### src/t1ac_pkg.sv
// Constants shared by the alarm and transmit sync control block.
package t1ac_pkg;

  // ---------------------------------------------------------------------
  // Register indices and byte addresses
  // ---------------------------------------------------------------------
  localparam logic [11:0] T1AC_CSS_IDX    = 12'h100;
  localparam logic [11:0] T1AC_AGR_IDX    = 12'h108;
  localparam logic [11:0] T1AC_SMR_IDX    = 12'h109;
  localparam logic [11:0] T1AC_MODE_IDX   = 12'h10a;
  localparam logic [11:0] T1AC_STAT_IDX   = 12'h10b;
  localparam logic [13:0] T1AC_CSS_ADDR   = {T1AC_CSS_IDX, 2'b00};
  localparam logic [13:0] T1AC_AGR_ADDR   = {T1AC_AGR_IDX, 2'b00};
  localparam logic [13:0] T1AC_SMR_ADDR   = {T1AC_SMR_IDX, 2'b00};
  localparam logic [13:0] T1AC_MODE_ADDR  = {T1AC_MODE_IDX, 2'b00};
  localparam logic [13:0] T1AC_STAT_ADDR  = {T1AC_STAT_IDX, 2'b00};

  // ---------------------------------------------------------------------
  // Field positions and reset values
  // ---------------------------------------------------------------------
  localparam int unsigned T1AC_AGR_ONESEC = 7;
  localparam int unsigned T1AC_AGR_ENB    = 6;
  localparam int unsigned T1AC_AGR_YEL    = 4;
  localparam int unsigned T1AC_AGR_AISG   = 2;
  localparam int unsigned T1AC_AGR_AISD   = 0;
  localparam int unsigned T1AC_SMR_MFA    = 6;
  localparam int unsigned T1AC_SMR_FRAME_SYNC_AS_SUPERFRAME  = 5;
  localparam int unsigned T1AC_SMR_FSS    = 4;
  localparam int unsigned T1AC_MODE_HR    = 2;
  localparam logic [7:0]  T1AC_AGR_RST    = 8'h00;
  localparam logic [7:0]  T1AC_SMR_RST    = 8'h00;
  localparam logic [7:0]  T1AC_SMR_MASK   = 8'h70;
  localparam logic [1:0]  T1AC_CSS_RST    = 2'h0;
  localparam logic [2:0]  T1AC_MODE_RST   = 3'h0;

  // ---------------------------------------------------------------------
  // Encodings
  // ---------------------------------------------------------------------
  typedef enum logic [1:0] {
    T1AC_FR_ESF = 2'b00,
    T1AC_FR_SF  = 2'b01,
    T1AC_FR_N   = 2'b10,
    T1AC_FR_DM  = 2'b11
  } t1ac_framing_t;

  localparam logic [1:0] T1AC_SEL_00    = 2'b00;
  localparam logic [1:0] T1AC_SEL_01    = 2'b01;
  localparam logic [1:0] T1AC_SEL_10    = 2'b10;
  localparam logic [1:0] T1AC_SEL_11    = 2'b11;
  localparam logic [1:0] T1AC_CSS_TXCLK = 2'b01;

  typedef enum logic [1:0] {
    T1AC_ST_IDLE  = 2'b00,
    T1AC_ST_SEND  = 2'b01,
    T1AC_ST_GUARD = 2'b10
  } t1ac_state_t;

  // ---------------------------------------------------------------------
  // Alarm pattern and timing
  // ---------------------------------------------------------------------
  localparam logic [7:0]  T1AC_PAT_COUNT  = 8'hff;
  localparam logic [3:0]  T1AC_PAT_LAST   = 4'hf;
  localparam logic [3:0]  T1AC_PAT_HALF   = 4'h8;
  localparam int unsigned T1AC_CLK_MHZ    = 200;
  localparam int unsigned T1AC_GUARD_US   = 1000000;
  localparam int unsigned T1AC_GUARD_CYC  = T1AC_GUARD_US * T1AC_CLK_MHZ;

endpackage

### src/t1ac_ctrl.sv
// Remote alarm, AIS selection and transmit boundary control with APB.
//
// Notes on behaviour
// - Format 00 sends no remote alarm.
// - SF/N format 01: bit 2 zero everywhere.
// - Data mode framing: Y-bit driven to zero.
// - ESF 01: 255 patterns eight ones, eight zeros.
// - Short enable still yields exactly 255 patterns.
// - Long enable keeps alarm until cleared.
// - New enable pulse restarts the pattern count.
// - One second idle between successive alarms.
// - SF format 10: Fs one in frame 12.
// - ESF format 11: patterns of sixteen ones.
// - SF/N/data mode: 11 acts as 01.
// - AIS select 00/10 sends normal traffic.
// - AIS select 01 sends unframed all ones.
// - AIS select 11 sends framed all ones.
// - Detect criteria 00/10 never declares AIS.
// - Criteria 01 accepts unframed or framed AIS.
// - Criteria 11 accepts framed AIS only.
// - Multiframe align only outside base rate.
// - High rate: frame pin may mark superframe.
// - Base rate: multiframe pin marks superframes.
// - Serial clock source plus select 1: inputs.
// - Sampled high boundary input starts frame.
// - Enable ignored unless one-second rule set.
//
// The APB interface to the registers is this design's own decision.
`timescale 1ns/100ps
module t1ac_ctrl
  import t1ac_pkg::*;
#(
  parameter int unsigned GUARD_CYCLES = T1AC_GUARD_CYC
) (
  // Clock and reset
  input  wire logic        clk_i,
  input  wire logic        rst_b_i,
  // APB slave
  input  wire logic        psel,
  input  wire logic        penable,
  input  wire logic        pwrite,
  input  wire logic [13:0] paddr,
  input  wire logic [31:0] pwdata,
  output logic      [31:0] prdata,
  output logic             pready,
  output logic             pslverr,
  // Framer timing from the same clock domain
  input  wire logic        dl_slot_i,
  input  wire logic        int_frame_i,
  input  wire logic        int_mframe_i,
  // Transmit backplane pins
  input  wire logic        tx_serial_clock_i,
  input  wire logic        tx_frame_boundary_i,
  output logic             tx_frame_boundary_o,
  output logic             tx_frame_boundary_oe_o,
  input  wire logic        tx_multiframe_boundary_i,
  output logic             tx_multiframe_boundary_o,
  output logic             tx_multiframe_boundary_oe_o,
  // Frame start requests to the transmit framer
  output logic             tx_frame_start_o,
  output logic             tx_mframe_start_o,
  // Remote alarm controls
  output logic             rai_active_o,
  output logic             rai_bit2_zero_o,
  output logic             rai_ybit_zero_o,
  output logic             rai_fs12_one_o,
  output logic             dl_override_o,
  output logic             dl_bit_o,
  // AIS controls
  output logic             tx_ais_unframed_o,
  output logic             tx_ais_framed_o,
  output logic             rx_ais_unframed_en_o,
  output logic             rx_ais_framed_en_o
);

  // ---------------------------------------------------------------------
  // Registers
  // ---------------------------------------------------------------------
  logic [7:0]  agr_q;
  logic [7:0]  smr_q;
  logic [1:0]  css_q;
  logic [2:0]  mode_q;
  logic [31:0] prdata_q;
  logic        pready_q;
  logic        pslverr_q;

  wire setup_ph   = psel & ~penable;
  wire wr_en      = psel & penable & pready_q & pwrite;
  wire hit_css    = (paddr == T1AC_CSS_ADDR);
  wire hit_agr    = (paddr == T1AC_AGR_ADDR);
  wire hit_smr    = (paddr == T1AC_SMR_ADDR);
  wire hit_mode   = (paddr == T1AC_MODE_ADDR);
  wire hit_stat   = (paddr == T1AC_STAT_ADDR);
  wire hit_any    = hit_css | hit_agr | hit_smr | hit_mode | hit_stat;
  wire bad_write  = hit_stat & pwrite;

  wire       one_sec   = agr_q[T1AC_AGR_ONESEC];
  wire       enb_bit   = agr_q[T1AC_AGR_ENB];
  wire [1:0] yel       = agr_q[T1AC_AGR_YEL +: 2];
  wire [1:0] aisg      = agr_q[T1AC_AGR_AISG +: 2];
  wire [1:0] aisd      = agr_q[T1AC_AGR_AISD +: 2];
  wire       mfa       = smr_q[T1AC_SMR_MFA];
  wire       frame_sync_as_superframe     = smr_q[T1AC_SMR_FRAME_SYNC_AS_SUPERFRAME];
  wire       fss       = smr_q[T1AC_SMR_FSS];
  wire       high_rate = mode_q[T1AC_MODE_HR];
  wire [1:0] framing   = mode_q[1:0];

  always_ff @(posedge clk_i or negedge rst_b_i) begin
    if (!rst_b_i) begin
      agr_q  <= T1AC_AGR_RST;
      smr_q  <= T1AC_SMR_RST;
      css_q  <= T1AC_CSS_RST;
      mode_q <= T1AC_MODE_RST;
    end else if (wr_en) begin
      if (hit_agr)  agr_q  <= pwdata[7:0];
      if (hit_smr)  smr_q  <= pwdata[7:0] & T1AC_SMR_MASK;
      if (hit_css)  css_q  <= pwdata[1:0];
      if (hit_mode) mode_q <= pwdata[2:0];
    end
  end

  // ---------------------------------------------------------------------
  // Alarm sequencer
  // ---------------------------------------------------------------------
  t1ac_state_t state_q;
  t1ac_state_t state_d;
  logic [7:0]  pat_cnt_q;
  logic [3:0]  bit_cnt_q;
  logic [31:0] guard_cnt_q;
  logic        en_prev_q;
  logic        pend_q;

  wire en_eff   = one_sec & enb_bit;
  wire en_rise  = en_eff & ~en_prev_q;
  wire yel_on   = (yel != T1AC_SEL_00);
  wire pat_done = (pat_cnt_q == T1AC_PAT_COUNT);
  wire pat_end  = dl_slot_i & (bit_cnt_q == T1AC_PAT_LAST);
  wire guard_0  = (guard_cnt_q == 32'h0);
  wire sending  = (state_q == T1AC_ST_SEND);
  wire restart  = sending & en_rise & yel_on;

  always_comb begin
    state_d = state_q;
    case (state_q)
      T1AC_ST_IDLE: begin
        if (en_rise && yel_on) state_d = T1AC_ST_SEND;
      end
      T1AC_ST_SEND: begin
        if (!yel_on || (pat_done && !en_eff)) state_d = T1AC_ST_GUARD;
      end
      T1AC_ST_GUARD: begin
        if (guard_0) state_d = (pend_q && yel_on) ? T1AC_ST_SEND
                                                  : T1AC_ST_IDLE;
      end
      default: state_d = T1AC_ST_IDLE;
    endcase
  end

  always_ff @(posedge clk_i or negedge rst_b_i) begin
    if (!rst_b_i) begin
      state_q   <= T1AC_ST_IDLE;
      en_prev_q <= 1'b0;
    end else begin
      state_q   <= state_d;
      en_prev_q <= en_eff;
    end
  end

  // Pattern counters run only while sending; the pattern count stops at the last pattern while the bit count wraps.
  always_ff @(posedge clk_i or negedge rst_b_i) begin
    if (!rst_b_i) begin
      pat_cnt_q <= 8'h00;
      bit_cnt_q <= 4'h0;
    end else if (!sending || restart) begin
      pat_cnt_q <= 8'h00;
      bit_cnt_q <= 4'h0;
    end else if (dl_slot_i) begin
      bit_cnt_q <= bit_cnt_q + 4'h1;
      if (pat_end && !pat_done) pat_cnt_q <= pat_cnt_q + 8'h01;
    end
  end

  // A request that arrives during the idle gap is held until it ends, and dropped if the enable falls first.
  always_ff @(posedge clk_i or negedge rst_b_i) begin
    if (!rst_b_i) begin
      guard_cnt_q <= 32'h0;
      pend_q      <= 1'b0;
    end else begin
      if (sending && state_d == T1AC_ST_GUARD)
        guard_cnt_q <= GUARD_CYCLES - 32'd1;
      else if (!guard_0)
        guard_cnt_q <= guard_cnt_q - 32'h1;
      if (state_q == T1AC_ST_GUARD && en_rise)
        pend_q <= 1'b1;
      else if (state_q != T1AC_ST_GUARD || !en_eff)
        pend_q <= 1'b0;
    end
  end

  // ---------------------------------------------------------------------
  // Alarm and AIS outputs
  // ---------------------------------------------------------------------
  wire is_esf   = (framing == T1AC_FR_ESF);
  wire is_sf    = (framing == T1AC_FR_SF);
  wire is_n     = (framing == T1AC_FR_N);
  wire is_dm    = (framing == T1AC_FR_DM);
  wire fmt_0111 = (yel == T1AC_SEL_01) | (yel == T1AC_SEL_11);
  wire act      = sending & yel_on;
  wire bit2_d   = act & (is_sf | is_n) & fmt_0111;
  wire ybit_d   = act & is_dm;
  wire fs12_d   = act & is_sf & (yel == T1AC_SEL_10);
  wire dlov_d   = act & is_esf & fmt_0111;
  wire ones16   = (yel == T1AC_SEL_11);
  wire pbit     = ones16 | (bit_cnt_q < T1AC_PAT_HALF);

  always_ff @(posedge clk_i or negedge rst_b_i) begin
    if (!rst_b_i) begin
      rai_active_o         <= 1'b0;
      rai_bit2_zero_o      <= 1'b0;
      rai_ybit_zero_o      <= 1'b0;
      rai_fs12_one_o       <= 1'b0;
      dl_override_o        <= 1'b0;
      dl_bit_o             <= 1'b0;
      tx_ais_unframed_o    <= 1'b0;
      tx_ais_framed_o      <= 1'b0;
      rx_ais_unframed_en_o <= 1'b0;
      rx_ais_framed_en_o   <= 1'b0;
    end else begin
      rai_active_o         <= act;
      rai_bit2_zero_o      <= bit2_d;
      rai_ybit_zero_o      <= ybit_d;
      rai_fs12_one_o       <= fs12_d;
      dl_override_o        <= dlov_d;
      if (dl_slot_i) dl_bit_o <= dlov_d & pbit;
      tx_ais_unframed_o    <= (aisg == T1AC_SEL_01);
      tx_ais_framed_o      <= (aisg == T1AC_SEL_11);
      rx_ais_unframed_en_o <= (aisd == T1AC_SEL_01);
      rx_ais_framed_en_o   <= aisd[0];
    end
  end

  // ---------------------------------------------------------------------
  // Transmit boundary pins
  // ---------------------------------------------------------------------
  logic [2:0] pin_s;
  logic       sclk_prev_q;

  t1ac_sync2 #(
    .WIDTH (3)
  ) u_sync (
    .clk_i   (clk_i),
    .rst_b_i (rst_b_i),
    .async_i ({tx_serial_clock_i, tx_multiframe_boundary_i,
               tx_frame_boundary_i}),
    .sync_o  (pin_s)
  );

  wire sclk_rise  = pin_s[2] & ~sclk_prev_q;
  wire sys_ctrl   = (css_q == T1AC_CSS_TXCLK) & fss;
  wire fr_oe_d    = ~sys_ctrl;
  wire mf_oe_d    = ~sys_ctrl & ~high_rate;
  wire fr_hit     = sys_ctrl & sclk_rise & pin_s[0];
  wire mf_hit     = sys_ctrl & sclk_rise & pin_s[1] & ~high_rate;
  wire hr_super   = high_rate & frame_sync_as_superframe;
  wire fstart_d   = fr_hit & ~(hr_super & mfa);
  wire mstart_d   = mf_hit | (fr_hit & hr_super & mfa);

  always_ff @(posedge clk_i or negedge rst_b_i) begin
    if (!rst_b_i) begin
      sclk_prev_q                 <= 1'b0;
      tx_frame_boundary_o         <= 1'b0;
      tx_frame_boundary_oe_o      <= 1'b0;
      tx_multiframe_boundary_o    <= 1'b0;
      tx_multiframe_boundary_oe_o <= 1'b0;
      tx_frame_start_o            <= 1'b0;
      tx_mframe_start_o           <= 1'b0;
    end else begin
      sclk_prev_q                 <= pin_s[2];
      tx_frame_boundary_o         <= fr_oe_d & int_frame_i;
      tx_frame_boundary_oe_o      <= fr_oe_d;
      tx_multiframe_boundary_o    <= mf_oe_d & int_mframe_i;
      tx_multiframe_boundary_oe_o <= mf_oe_d;
      tx_frame_start_o            <= fstart_d;
      tx_mframe_start_o           <= mstart_d;
    end
  end

  // ---------------------------------------------------------------------
  // APB read path
  // ---------------------------------------------------------------------
  wire [31:0] stat_w = {16'h0000, pat_cnt_q, 5'h00, pend_q,
                        (state_q == T1AC_ST_GUARD), act};
  wire [31:0] rd_mux = hit_agr  ? {24'h000000, agr_q}   :
                       hit_smr  ? {24'h000000, smr_q}   :
                       hit_css  ? {30'h00000000, css_q} :
                       hit_mode ? {29'h00000000, mode_q} :
                       hit_stat ? stat_w : 32'h00000000;

  always_ff @(posedge clk_i or negedge rst_b_i) begin
    if (!rst_b_i) begin
      prdata_q  <= 32'h00000000;
      pready_q  <= 1'b0;
      pslverr_q <= 1'b0;
    end else begin
      pready_q  <= setup_ph;
      pslverr_q <= setup_ph & (~hit_any | bad_write);
      if (setup_ph) prdata_q <= pwrite ? 32'h00000000 : rd_mux;
    end
  end

  assign prdata  = prdata_q;
  assign pready  = pready_q;
  assign pslverr = pslverr_q;
endmodule

### src/t1ac_sync2.sv
// Two flip-flop synchroniser for a group of slow levels.
`timescale 1ns/100ps
module t1ac_sync2 #(
  parameter int unsigned WIDTH = 1
) (
  // Clock and reset
  input  wire logic             clk_i,
  input  wire logic             rst_b_i,
  // Levels
  input  wire logic [WIDTH-1:0] async_i,
  output logic      [WIDTH-1:0] sync_o
);

  logic [WIDTH-1:0] meta_q;
  logic [WIDTH-1:0] sync_q;

  always_ff @(posedge clk_i or negedge rst_b_i) begin
    if (!rst_b_i) begin
      meta_q <= '0;
      sync_q <= '0;
    end else begin
      meta_q <= async_i;
      sync_q <= meta_q;
    end
  end

  assign sync_o = sync_q;

endmodule

### config.mk
export PLATFORM = sky130hd
export DESIGN_NAME = t1ac_ctrl
export DESIGN_NICKNAME = d
export VERILOG_FILES = /design/src/t1ac_pkg.sv /design/src/t1ac_ctrl.sv /design/src/t1ac_sync2.sv
export SDC_FILE = /design/constraint.sdc
export NUM_CORES = 1
export LEC_CHECK = 0
export BUFFER_PORTS_ARGS = -buffer_cell sky130_fd_sc_hd__buf_2
export CAP_MARGIN = 20
export CORE_ASPECT_RATIO = 1.1
export CORE_MARGIN = 4
export CORE_UTILIZATION = 49
export DETAILED_ROUTE_END_ITERATION = 12
export PLACE_DENSITY = 0.83
export SLEW_MARGIN = 10
export SYNTH_ARGS = -nofsm -noshare
export SYNTH_HDL_FRONTEND = slang
export SYNTH_HIERARCHICAL = 1
export SYNTH_SLANG_ARGS = --single-unit
### constraint.sdc
create_clock -name clk_i -period 2.29 [get_ports clk_i]
set_clock_uncertainty 0.05 [all_clocks]
set_input_delay 0.1145 -clock clk_i [delete_from_list [all_inputs] [get_ports clk_i]]
set_output_delay 0.1145 -clock clk_i [all_outputs]
set_load 0.05 [all_outputs]
# --- Word-level counts from Yosys, hierarchy flattened ---
# Cells that the tools add are included.
totals:
  ff_bits: 121
  out_inout_bits: 50
  word_cells: 153
op_classes:
  addsub: 3
  n_lt_le_gt_ge: 1
  eq_ne: 22
  muxes: 20
  bitwise_logic: 50
  n_reduce_logical: 25
ops:
  columns: ["cell", "count"]
  rows:
  - ["$mux W16", 6]
  - ["$eq A14 B11 Y1 const B", 5]
  - ["$mux W32", 2]
  - ["$and A1 B1 Y1", 34]
  - ["$logic_not A32 Y1", 1]
  - ["$sub A32 B1 Y32 const B", 1]
  - ["$mux W8", 3]
  - ["$eq A2 B2 Y1 const B", 7]
  - ["$eq A2 B1 Y1 const B", 6]
  - ["$reduce_and A2 Y1", 5]
  - ["$or A1 B1 Y1", 9]
  - ["$add A8 B1 Y8 const B", 1]
  - ["$eq A8 B8 Y1 const B", 1]
  - ["$mux W4", 2]
  - ["$reduce_bool A2 Y1", 4]
  - ["$not A1 Y1", 7]
  - ["$logic_and A1 B1 Y1", 6]
  - ["$mux W2", 3]
  - ["$pmux W2 S3", 1]
  - ["$add A4 B1 Y4 const B", 1]
  - ["$eq A4 B4 Y1 const B", 1]
  - ["$logic_not A1 Y1", 4]
  - ["$logic_not A2 Y1", 2]
  - ["$lt A4 B4 Y1 const B", 1]
  - ["4 further kinds", 8]

# --- Longest topological paths before layout ---
# Gate-level depths: netlist of run 1.
logic_depth:
  word_depth: 9
  mapped_depth: 9

# --- Cells and area by module ---
# The synthesis of run 1 kept the hierarchy.
by_module_without_submodules:
  columns: ["mod", "n_inst", "cells_each", "area_per_inst_um2", "seq_area_each_um2"]
  rows:
  - ["t1ac_ctrl", 1, 450, 4795.8, 2477.4]
  - ["t1ac_sync2", 1, 6, 150.1, 150.1]

# --- Least setup slack after synthesis of run 1 ---
# No wires, ideal clock.
synth_timing:
  kind: "register to register"
  start: "register guard_cnt_q[0]"
  end: "register guard_cnt_q[27]"
  setup_time_ns: 0.132
  arrival_time_ns: 2.024
  slack_ns: 0.084
  stages_incl_launch_ff: 9
  period_less_slack_ns: 2.206
  path_cell_list: "dfrtp_1 -> inv_1 -> ha_1 -> nor3b_2 -> nand4_1 -> buf_2 -> or3_1 -> nand3_1 -> or3b_1"
synth_via:
  elab_chain_len: 6
  elab_cells_between_ends: 9
  classes_between: "add/sub (1); eq/ne (2); mux (4); reduce/logical (2)"
synth_lines:
  columns: ["item", "line_no", "rtl"]
  rows:
  - ["from (decl)", "t1ac_ctrl.sv:129", "logic [31:0] guard_cnt_q;"]
  - ["from (signal assigned)", "t1ac_ctrl.sv:190", "guard_cnt_q <= GUARD_CYCLES - 32'd1;"]
  - ["from (signal assigned)", "t1ac_ctrl.sv:192", "guard_cnt_q <= guard_cnt_q - 32'h1;"]
  - ["parallel branches: the longest is 6 deep, another holds $sub A32 B1 Y32", null, null]
# Parallel ways; which one is timed is not known. The select of a mux whose other input is x is not followed.
# A chain may end at the register's enable or synchronous reset.

# --- Worst setup path in the final report of run 1 ---
layout_timing:
  start: "register guard_cnt_q[6]"
  end: "register guard_cnt_q[27]"
# Same word-level chain as after synthesis.

==> results of run 1 <==
## layout by cell type, fill, tap and decap left out, types with 8 or more instances in the layout
master	n
mux2_2	16
inv_1	13
nand4_1	8
a22o_1	10
dfrtp_1	105
a21oi_1	13
xnor2_1	13
buf_4	18
mux2i_1	8
conb_1	16
nor3_1	10
dlygate4sd3_1	15
nand2_1	23
clkbuf_8	9
buf_2	65
nor2_1	39
or3_1	9
o21ai_0	19
nand3_1	14
nor4_1	13
## power groups by stage
stage,Sequential [mW],Combinational (mW),Clock [mW]
after global placement,2.21,3.96,0
after floorplan,2.22,3.28,0
after detailed placement,2.22,4.18,0
after global routing,2.20,4.89,1.53
after CTS,2.18,4.24,1.43
final,2.18,4.39,1.42
## flip-flops by register name (all words and copies together) (netlist names), 2 cells and up
name,flops
smr_q,3
guard_cnt_q,32
bit_cnt_q,4
css_q,2
u_sync/meta_q,3
prdata,16
state_q,2
mode_q,3
agr_q,8
u_sync/sync_o,3
pat_cnt_q,8
## metal layers
metal / global-route usage / routed length (um)
met5: 0 / 0
met4: 0.0798 / 269
met3: 0.0368 / 426
met2: 0.339 / 5700
met1: 0.234 / 4610
## repair_timing
action,4_1_cts,5_1_grt
endpoints found under the setup margin,0,28
gates resized for setup,0,10
hold buffers,15,0
hold endpoints to repair,127,0
setup buffers,0,1
## area by class of cell
type,count,share of cell area
Sequential cell,105,0.447
Multi-Input combinational cell,320,0.367
Timing Repair Buffer,100,0.109
Tap cell,120,0.0255
Clock buffer,10,0.0217
Clock inverter,6,0.0206
Inverter,14,0.00894
## per-stage QoR
step / instance area, um^2 / util / setup WS [ns] / hold slack, ns
final: 5880 / 0.597 / 0.126 / 0.0656
after global routing: 5880 / 0.597 / 0.00448 / 0.114
after CTS: 5840 / 0.593 / 0.0624 / 0.0635
after detailed placement: 5440 / 0.552 / 0.0817 / -0.0309
after global placement: 5440 / 0.552 / 0.127 / -0.0311
after floorplan: 5000 / - / 0.0840 / -0.231
## logic make-up after synthesis
group / share of synthesized area
other: 0.000758
muxes: 0.0526
buffers and inverters: 0.0503
and+or+nand+nor: 0.213
xor gates and xnor gates: 0.0301
DFF: 0.531
adders and majority gates: 0.0152
AOI/OAI and AO/OA: 0.107
## worst register-to-register path, stage by stage (launching register included)
cell and delay [ns]:
dfrtp_1 0.44, or4_4 0.57, nor4b_4 0.36, and3_1 0.23, a21oi_1 0.06, or3b_1 0.34
## final timing paths
path,endpoint,slack [ns],cells after the start
max in group asynchronous,dl_override_o,1.38,3
min in group asynchronous,guard_cnt_q[4],0.11,2
min reg2reg,u_sync/sync_o[0],0.32,0
max reg2reg,guard_cnt_q[27],0.13,5
min,pslverr,0.07,5
max,guard_cnt_q[27],0.13,5
==> impl_metrics.json, run 1 <==
{
  "status": "complete, no violations",
  "slew_violations": 0,
  "start_util": 0.503,
  "cts_tree": "built",
  "critical_path.top_delay_family": "simple AND/OR/NAND/NOR gates",
  "postSynthCellCount": 456,
  "stdcell_count": 675,
  "startpoint": "guard_cnt_q[6]",
  "coreArea_mm2": 0.00984,
  "path_buf_inv": 0,
  "synth_edf_count": 0,
  "grt.total_usage": 0.192,
  "swShare": 0.376,
  "finish.net_count": 613,
  "top_level_ports": 107,
  "reg2reg_from": "guard_cnt_q[6]",
  "grt_max_degree": 87,
  "clk_pin_slew_worst_paths_ns": 0.10,
  "clkPwrFrac": 0.177,
  "cts-root-buf": "clkbuf_8",
  "vias": 3860,
  "synth_most_common_cell": "dfrtp_1",
  "ff_latch_area_mm2": 0.00263,
  "synthDistinctLibCells": 61,
  "combPwrFrac": 0.549,
  "end_kind": "flip-flop",
  "maxCapViolCount": 0,
  "drc_errors": 0,
  "p_sw_mw": 3.00,
  "cts_max_level": 3,
  "critPathArrivalTime_ns": 2.39,
  "nFillCells": 759,
  "hold_viol": 0,
  "synth-seq-area-share": 0.531,
  "powerDensity_mw_per_mm2": 1360,
  "worst_slew_pin_slew_ns": 0.728,
  "grt.overflow.total": 0,
  "dp_cells": 643,
  "worstPathRequired_ns": 2.51,
  "die_w_um": 104,
  "fmax_mhz": 462,
  "p_seq_frac": 0.273,
  "grt_pass1_vias": 3946,
  "min_from": "paddr[11]",
  "crit_chain": "or4_4 > nor4b_4 > and3_1 > a21oi_1 > or3b_1",
  "fin_crit_sh": 0.945,
  "clkLatencyLatePin_ns": 0.39,
  "syn_area_mm2": 0.00495,
  "wire_per_inst_um": 16.3,
  "place_hpwl_um": 7540,
  "final_layout_size_suffix_gt1_frac": 0.250,
  "yosysWarnings": 6,
  "syn_area_per_cell_um2": 10.8,
  "relSlewSlack": 0.515,
  "fp-row-count": 38,
  "max-clock-path-buffers": 2,
  "leakage_nw": 2.95,
  "area.growth.synth_to_final_pct": 18.9,
  "gp_congestion": 0.857,
  "die_h_um": 113,
  "crit_type": "flip-flop to flip-flop",
  "synthArstFlopShare": 1.00,
  "worst_setup_path_start_kind": "flip-flop",
  "synth-seq-cells": 105,
  "die_area_mm2": 0.0118,
  "total_power_mw": 8.00,
  "io_buffers": 66,
  "finalCriticalPeriod_ns": 2.16,
  "firstDrtPassIters": 5,
  "slowest_stage": "or4_4",
  "drt_iter0_drc": 192,
  "finalSetupTns_ns": 0,
  "cts_sinks": 105,
  "netlist_top_cells_area": "dfrtp_1 53%, mux2_2 3.6%, nor2_1 3.0%",
  "synth_top_area_cell": "dfrtp_1",
  "drt-total-wl_um": 11000,
  "grt_pass1_wl_um": 18600,
  "synth.top_cell.area_share": 0.531,
  "ys.flop_type": "dfrtp_1",
  "cts_buffers": 9,
  "intPower_mw": 4.99,
  "hold_class": "primary input to flip-flop",
  "multi_input_area_mm2": 0.00216,
  "setup_viol": 0,
  "vias_per_cell": 5.72,
  "antenna_cells": 0,
  "worstPathMaxFanout": 5,
  "postRouteAntennaNets": 0,
  "rsz0062_at_grt": "false",
  "worst_path_largest_cell_delay_ns": 0.57,
  "max-vdd-ir-drop_uv": 880,
  "synthTopCellsByCount": "105 x dfrtp_1, 40 x nor2_1, 23 x nand2_1",
  "antenna_found_initial": 0
}
Note: power is estimated with default switching activity, not from simulation.
==> run 2, diff against run 1 <==
--- a/config.mk
+++ b/config.mk
@@ -7,13 +7,17 @@
 export LEC_CHECK = 0
 export BUFFER_PORTS_ARGS = -buffer_cell sky130_fd_sc_hd__buf_2
 export CAP_MARGIN = 20
+export CELL_PAD_IN_SITES_DETAIL_PLACEMENT = 1
+export CELL_PAD_IN_SITES_GLOBAL_PLACEMENT = 2
 export CORE_ASPECT_RATIO = 1.1
 export CORE_MARGIN = 4
-export CORE_UTILIZATION = 49
+export CORE_UTILIZATION = 31
 export DETAILED_ROUTE_END_ITERATION = 12
-export PLACE_DENSITY = 0.83
+export HOLD_SLACK_MARGIN = 0.02
+export PLACE_DENSITY = 0.82
 export SLEW_MARGIN = 10
 export SYNTH_ARGS = -nofsm -noshare
 export SYNTH_HDL_FRONTEND = slang
 export SYNTH_HIERARCHICAL = 1
 export SYNTH_SLANG_ARGS = --single-unit
+export TNS_END_PERCENT = 10
==> impl_metrics.json, run 2 (synthesis gave the netlist of run 1 again) <==
{
  "leakage_nw": 3.03,
  "hold_class": "primary input to flip-flop",
  "gp_congestion": 0.777,
  "worstPathRequired_ns": 2.46,
  "slew_violations": 0,
  "intPower_mw": 5.15,
  "vias": 3884,
  "grt.overflow.total": 0,
  "finish.net_count": 626,
  "finalCriticalPeriod_ns": 2.23,
  "end_kind": "flip-flop",
  "top_level_ports": 107,
  "crit_type": "flip-flop to flip-flop",
  "die_h_um": 140,
  "largest_reg_flops": 32,
  "drc_errors": 0,
  "antenna_found_initial": 0,
  "dp_cells": 735,
  "max-vdd-ir-drop_uv": 723,
  "stdcell_count": 768,
  "crit_chain": "or4_4 > nor4b_4 > and3_1 > a21oi_1 > or3b_1",
  "p_sw_mw": 3.20,
  "combPwrFrac": 0.561,
  "nFillCells": 1777,
  "clk_pin_slew_worst_paths_ns": 0.07,
  "critPathArrivalTime_ns": 2.40,
  "final_layout_size_suffix_gt1_frac": 0.268,
  "cts_buffers": 9,
  "die_area_mm2": 0.0180,
  "grt_pass1_vias": 4249,
  "io_buffers": 66,
  "clkPwrFrac": 0.179,
  "relSlewSlack": 0.520,
  "cts_tree": "built",
  "fin_crit_sh": 0.974,
  "worst_slew_pin_slew_ns": 0.721,
  "setup_viol": 0,
  "drt-total-wl_um": 12700,
  "hold_viol": 0,
  "slowest_stage": "or4_4",
  "firstDrtPassIters": 4,
  "die_w_um": 128,
  "grt_busiest_layer": "met2",
  "final_cell_mix": "105 x dfrtp_1, 65 x buf_2, 39 x nor2_1",
  "placed_cell_area_mm2": 0.00563,
  "globalRouteMet1Util": 0.182,
  "area.growth.synth_to_final_pct": 23.8,
  "maxCapViolCount": 0,
  "worst_setup_path_start_kind": "flip-flop",
  "grtUsageMet3": 0.0236,
  "hold-worst-slack_ns": 0.0736,
  "start_util": 0.316,
  "grt_use_met2": 0.256,
  "fp-row-count": 48,
  "p_seq_frac": 0.260,
  "fmax_mhz": 448,
  "powerDensity_mw_per_mm2": 1360,
  "largest-register": "guard_cnt_q",
  "grt.total_usage": 0.147,
  "worst_path_largest_cell_delay_ns": 0.57,
  "swShare": 0.384,
  "final_common_cell": "dfrtp_1",
  "rsz0062_at_grt": "true",
  "final_cell_area_mm2": 0.00612,
  "coreArea_mm2": 0.0157,
  "grt_pass1_wl_um": 21400,
  "max-clock-path-buffers": 2,
  "postRouteAntennaNets": 0,
  "drt_iter0_drc": 131,
  "vias_per_cell": 5.06,
  "status": "complete, no violations",
  "cts-root-buf": "clkbuf_16",
  "grt_max_degree": 50,
  "cts_sinks": 105,
  "wire_per_inst_um": 16.6,
  "cts_max_level": 3,
  "antenna_cells": 0,
  "worstPathMaxFanout": 5,
  "place_hpwl_um": 9090,
  "clkLatencyLatePin_ns": 0.35
}
run 2: changes by cell type in the layout (fill, tap and decap cells not counted), moves of 2 or more:
cell       change
clkbuf_8       -9
clkinv_4       +3
inv_8          -2
buf_4         +14
clkbuf_16      +9
bufinv_16      -3
run 2: layout make-up:
cell class                      instances  area, um^2  share of cell area
Sequential cell                       105        2630               0.429
Multi-Input combinational cell        320        2170               0.355
Timing Repair Buffer                  113         736               0.120
Tap cell                              200         250              0.0409
Clock buffer                           11         233              0.0380
Inverter                               14        52.6             0.00858
Clock inverter                          5        51.3             0.00838
run 2: critical path, delay by kind of cell, from the launching register on:
kind,cells,cell delay (ns)
and+or+nand+nor,4,1.55
DFF,1,0.43
AOI/OAI and AO/OA,1,0.07
run 2: power by group through the flow:
| stage | Combinational, mW | Sequential (mW) | Clock [mW] |
|---|---|---|---|
| 6_report | 4.68 | 2.18 | 1.49 |
| 5_1_grt | 5.28 | 2.19 | 1.64 |
| 4_1_cts | 4.52 | 2.18 | 1.55 |
| 3_5_place_dp | 4.44 | 2.21 | 0 |
| 3_3_place_gp | 4.18 | 2.21 | 0 |
| 2_1_floorplan | 3.28 | 2.22 | 0 |
run 2: path summary, 6_finish.rpt:
kind	startpoint	to	slack, ns	cells past startpoint
setup / recovery	guard_cnt_q[6]	guard_cnt_q[27]	0.06	5
hold / removal	paddr[11]	pslverr	0.07	5
setup reg to reg	guard_cnt_q[6]	guard_cnt_q[27]	0.06	5
hold reg to reg	u_sync/meta_q[0]	u_sync/sync_o[0]	0.31	0
max in group asynchronous	rst_b_i	agr_q[2]	1.28	3
min in group asynchronous	rst_b_i	guard_cnt_q[11]	0.21	2
run 2: per-stage QoR:
stage	TNS, ns	utilization	setup WS, ns	power [mW]
2_1_floorplan	0	-	0.0840	5.50
3_3_place_gp	0	0.359	0.0862	6.39
3_5_place_dp	0	0.359	0.00442	6.65
4_1_cts	-0.0962	0.387	-0.0283	8.25
5_1_grt	-0.0573	0.391	-0.0223	9.10
6_report	0	0.391	0.0587	8.35
run 2: per-layer routing:
layer | share of wire | up-vias
li1 | - | 1837
met5 | 0 | -
met1 | 0.43 | 1971
met4 | 0.016 | 0
met2 | 0.52 | 64
met3 | 0.033 | 12
run 2: what timing repair did:
action / 4_1_cts / 5_1_grt
hold buffers: 15 / 0
cloned: 0 / 0
hold endpoints to repair: 52 / 0
gates resized for setup: 1 / 10
endpoints found under the setup margin: 12 / 29
pin swaps: 0 / 2
buffers inserted: 0 / 2
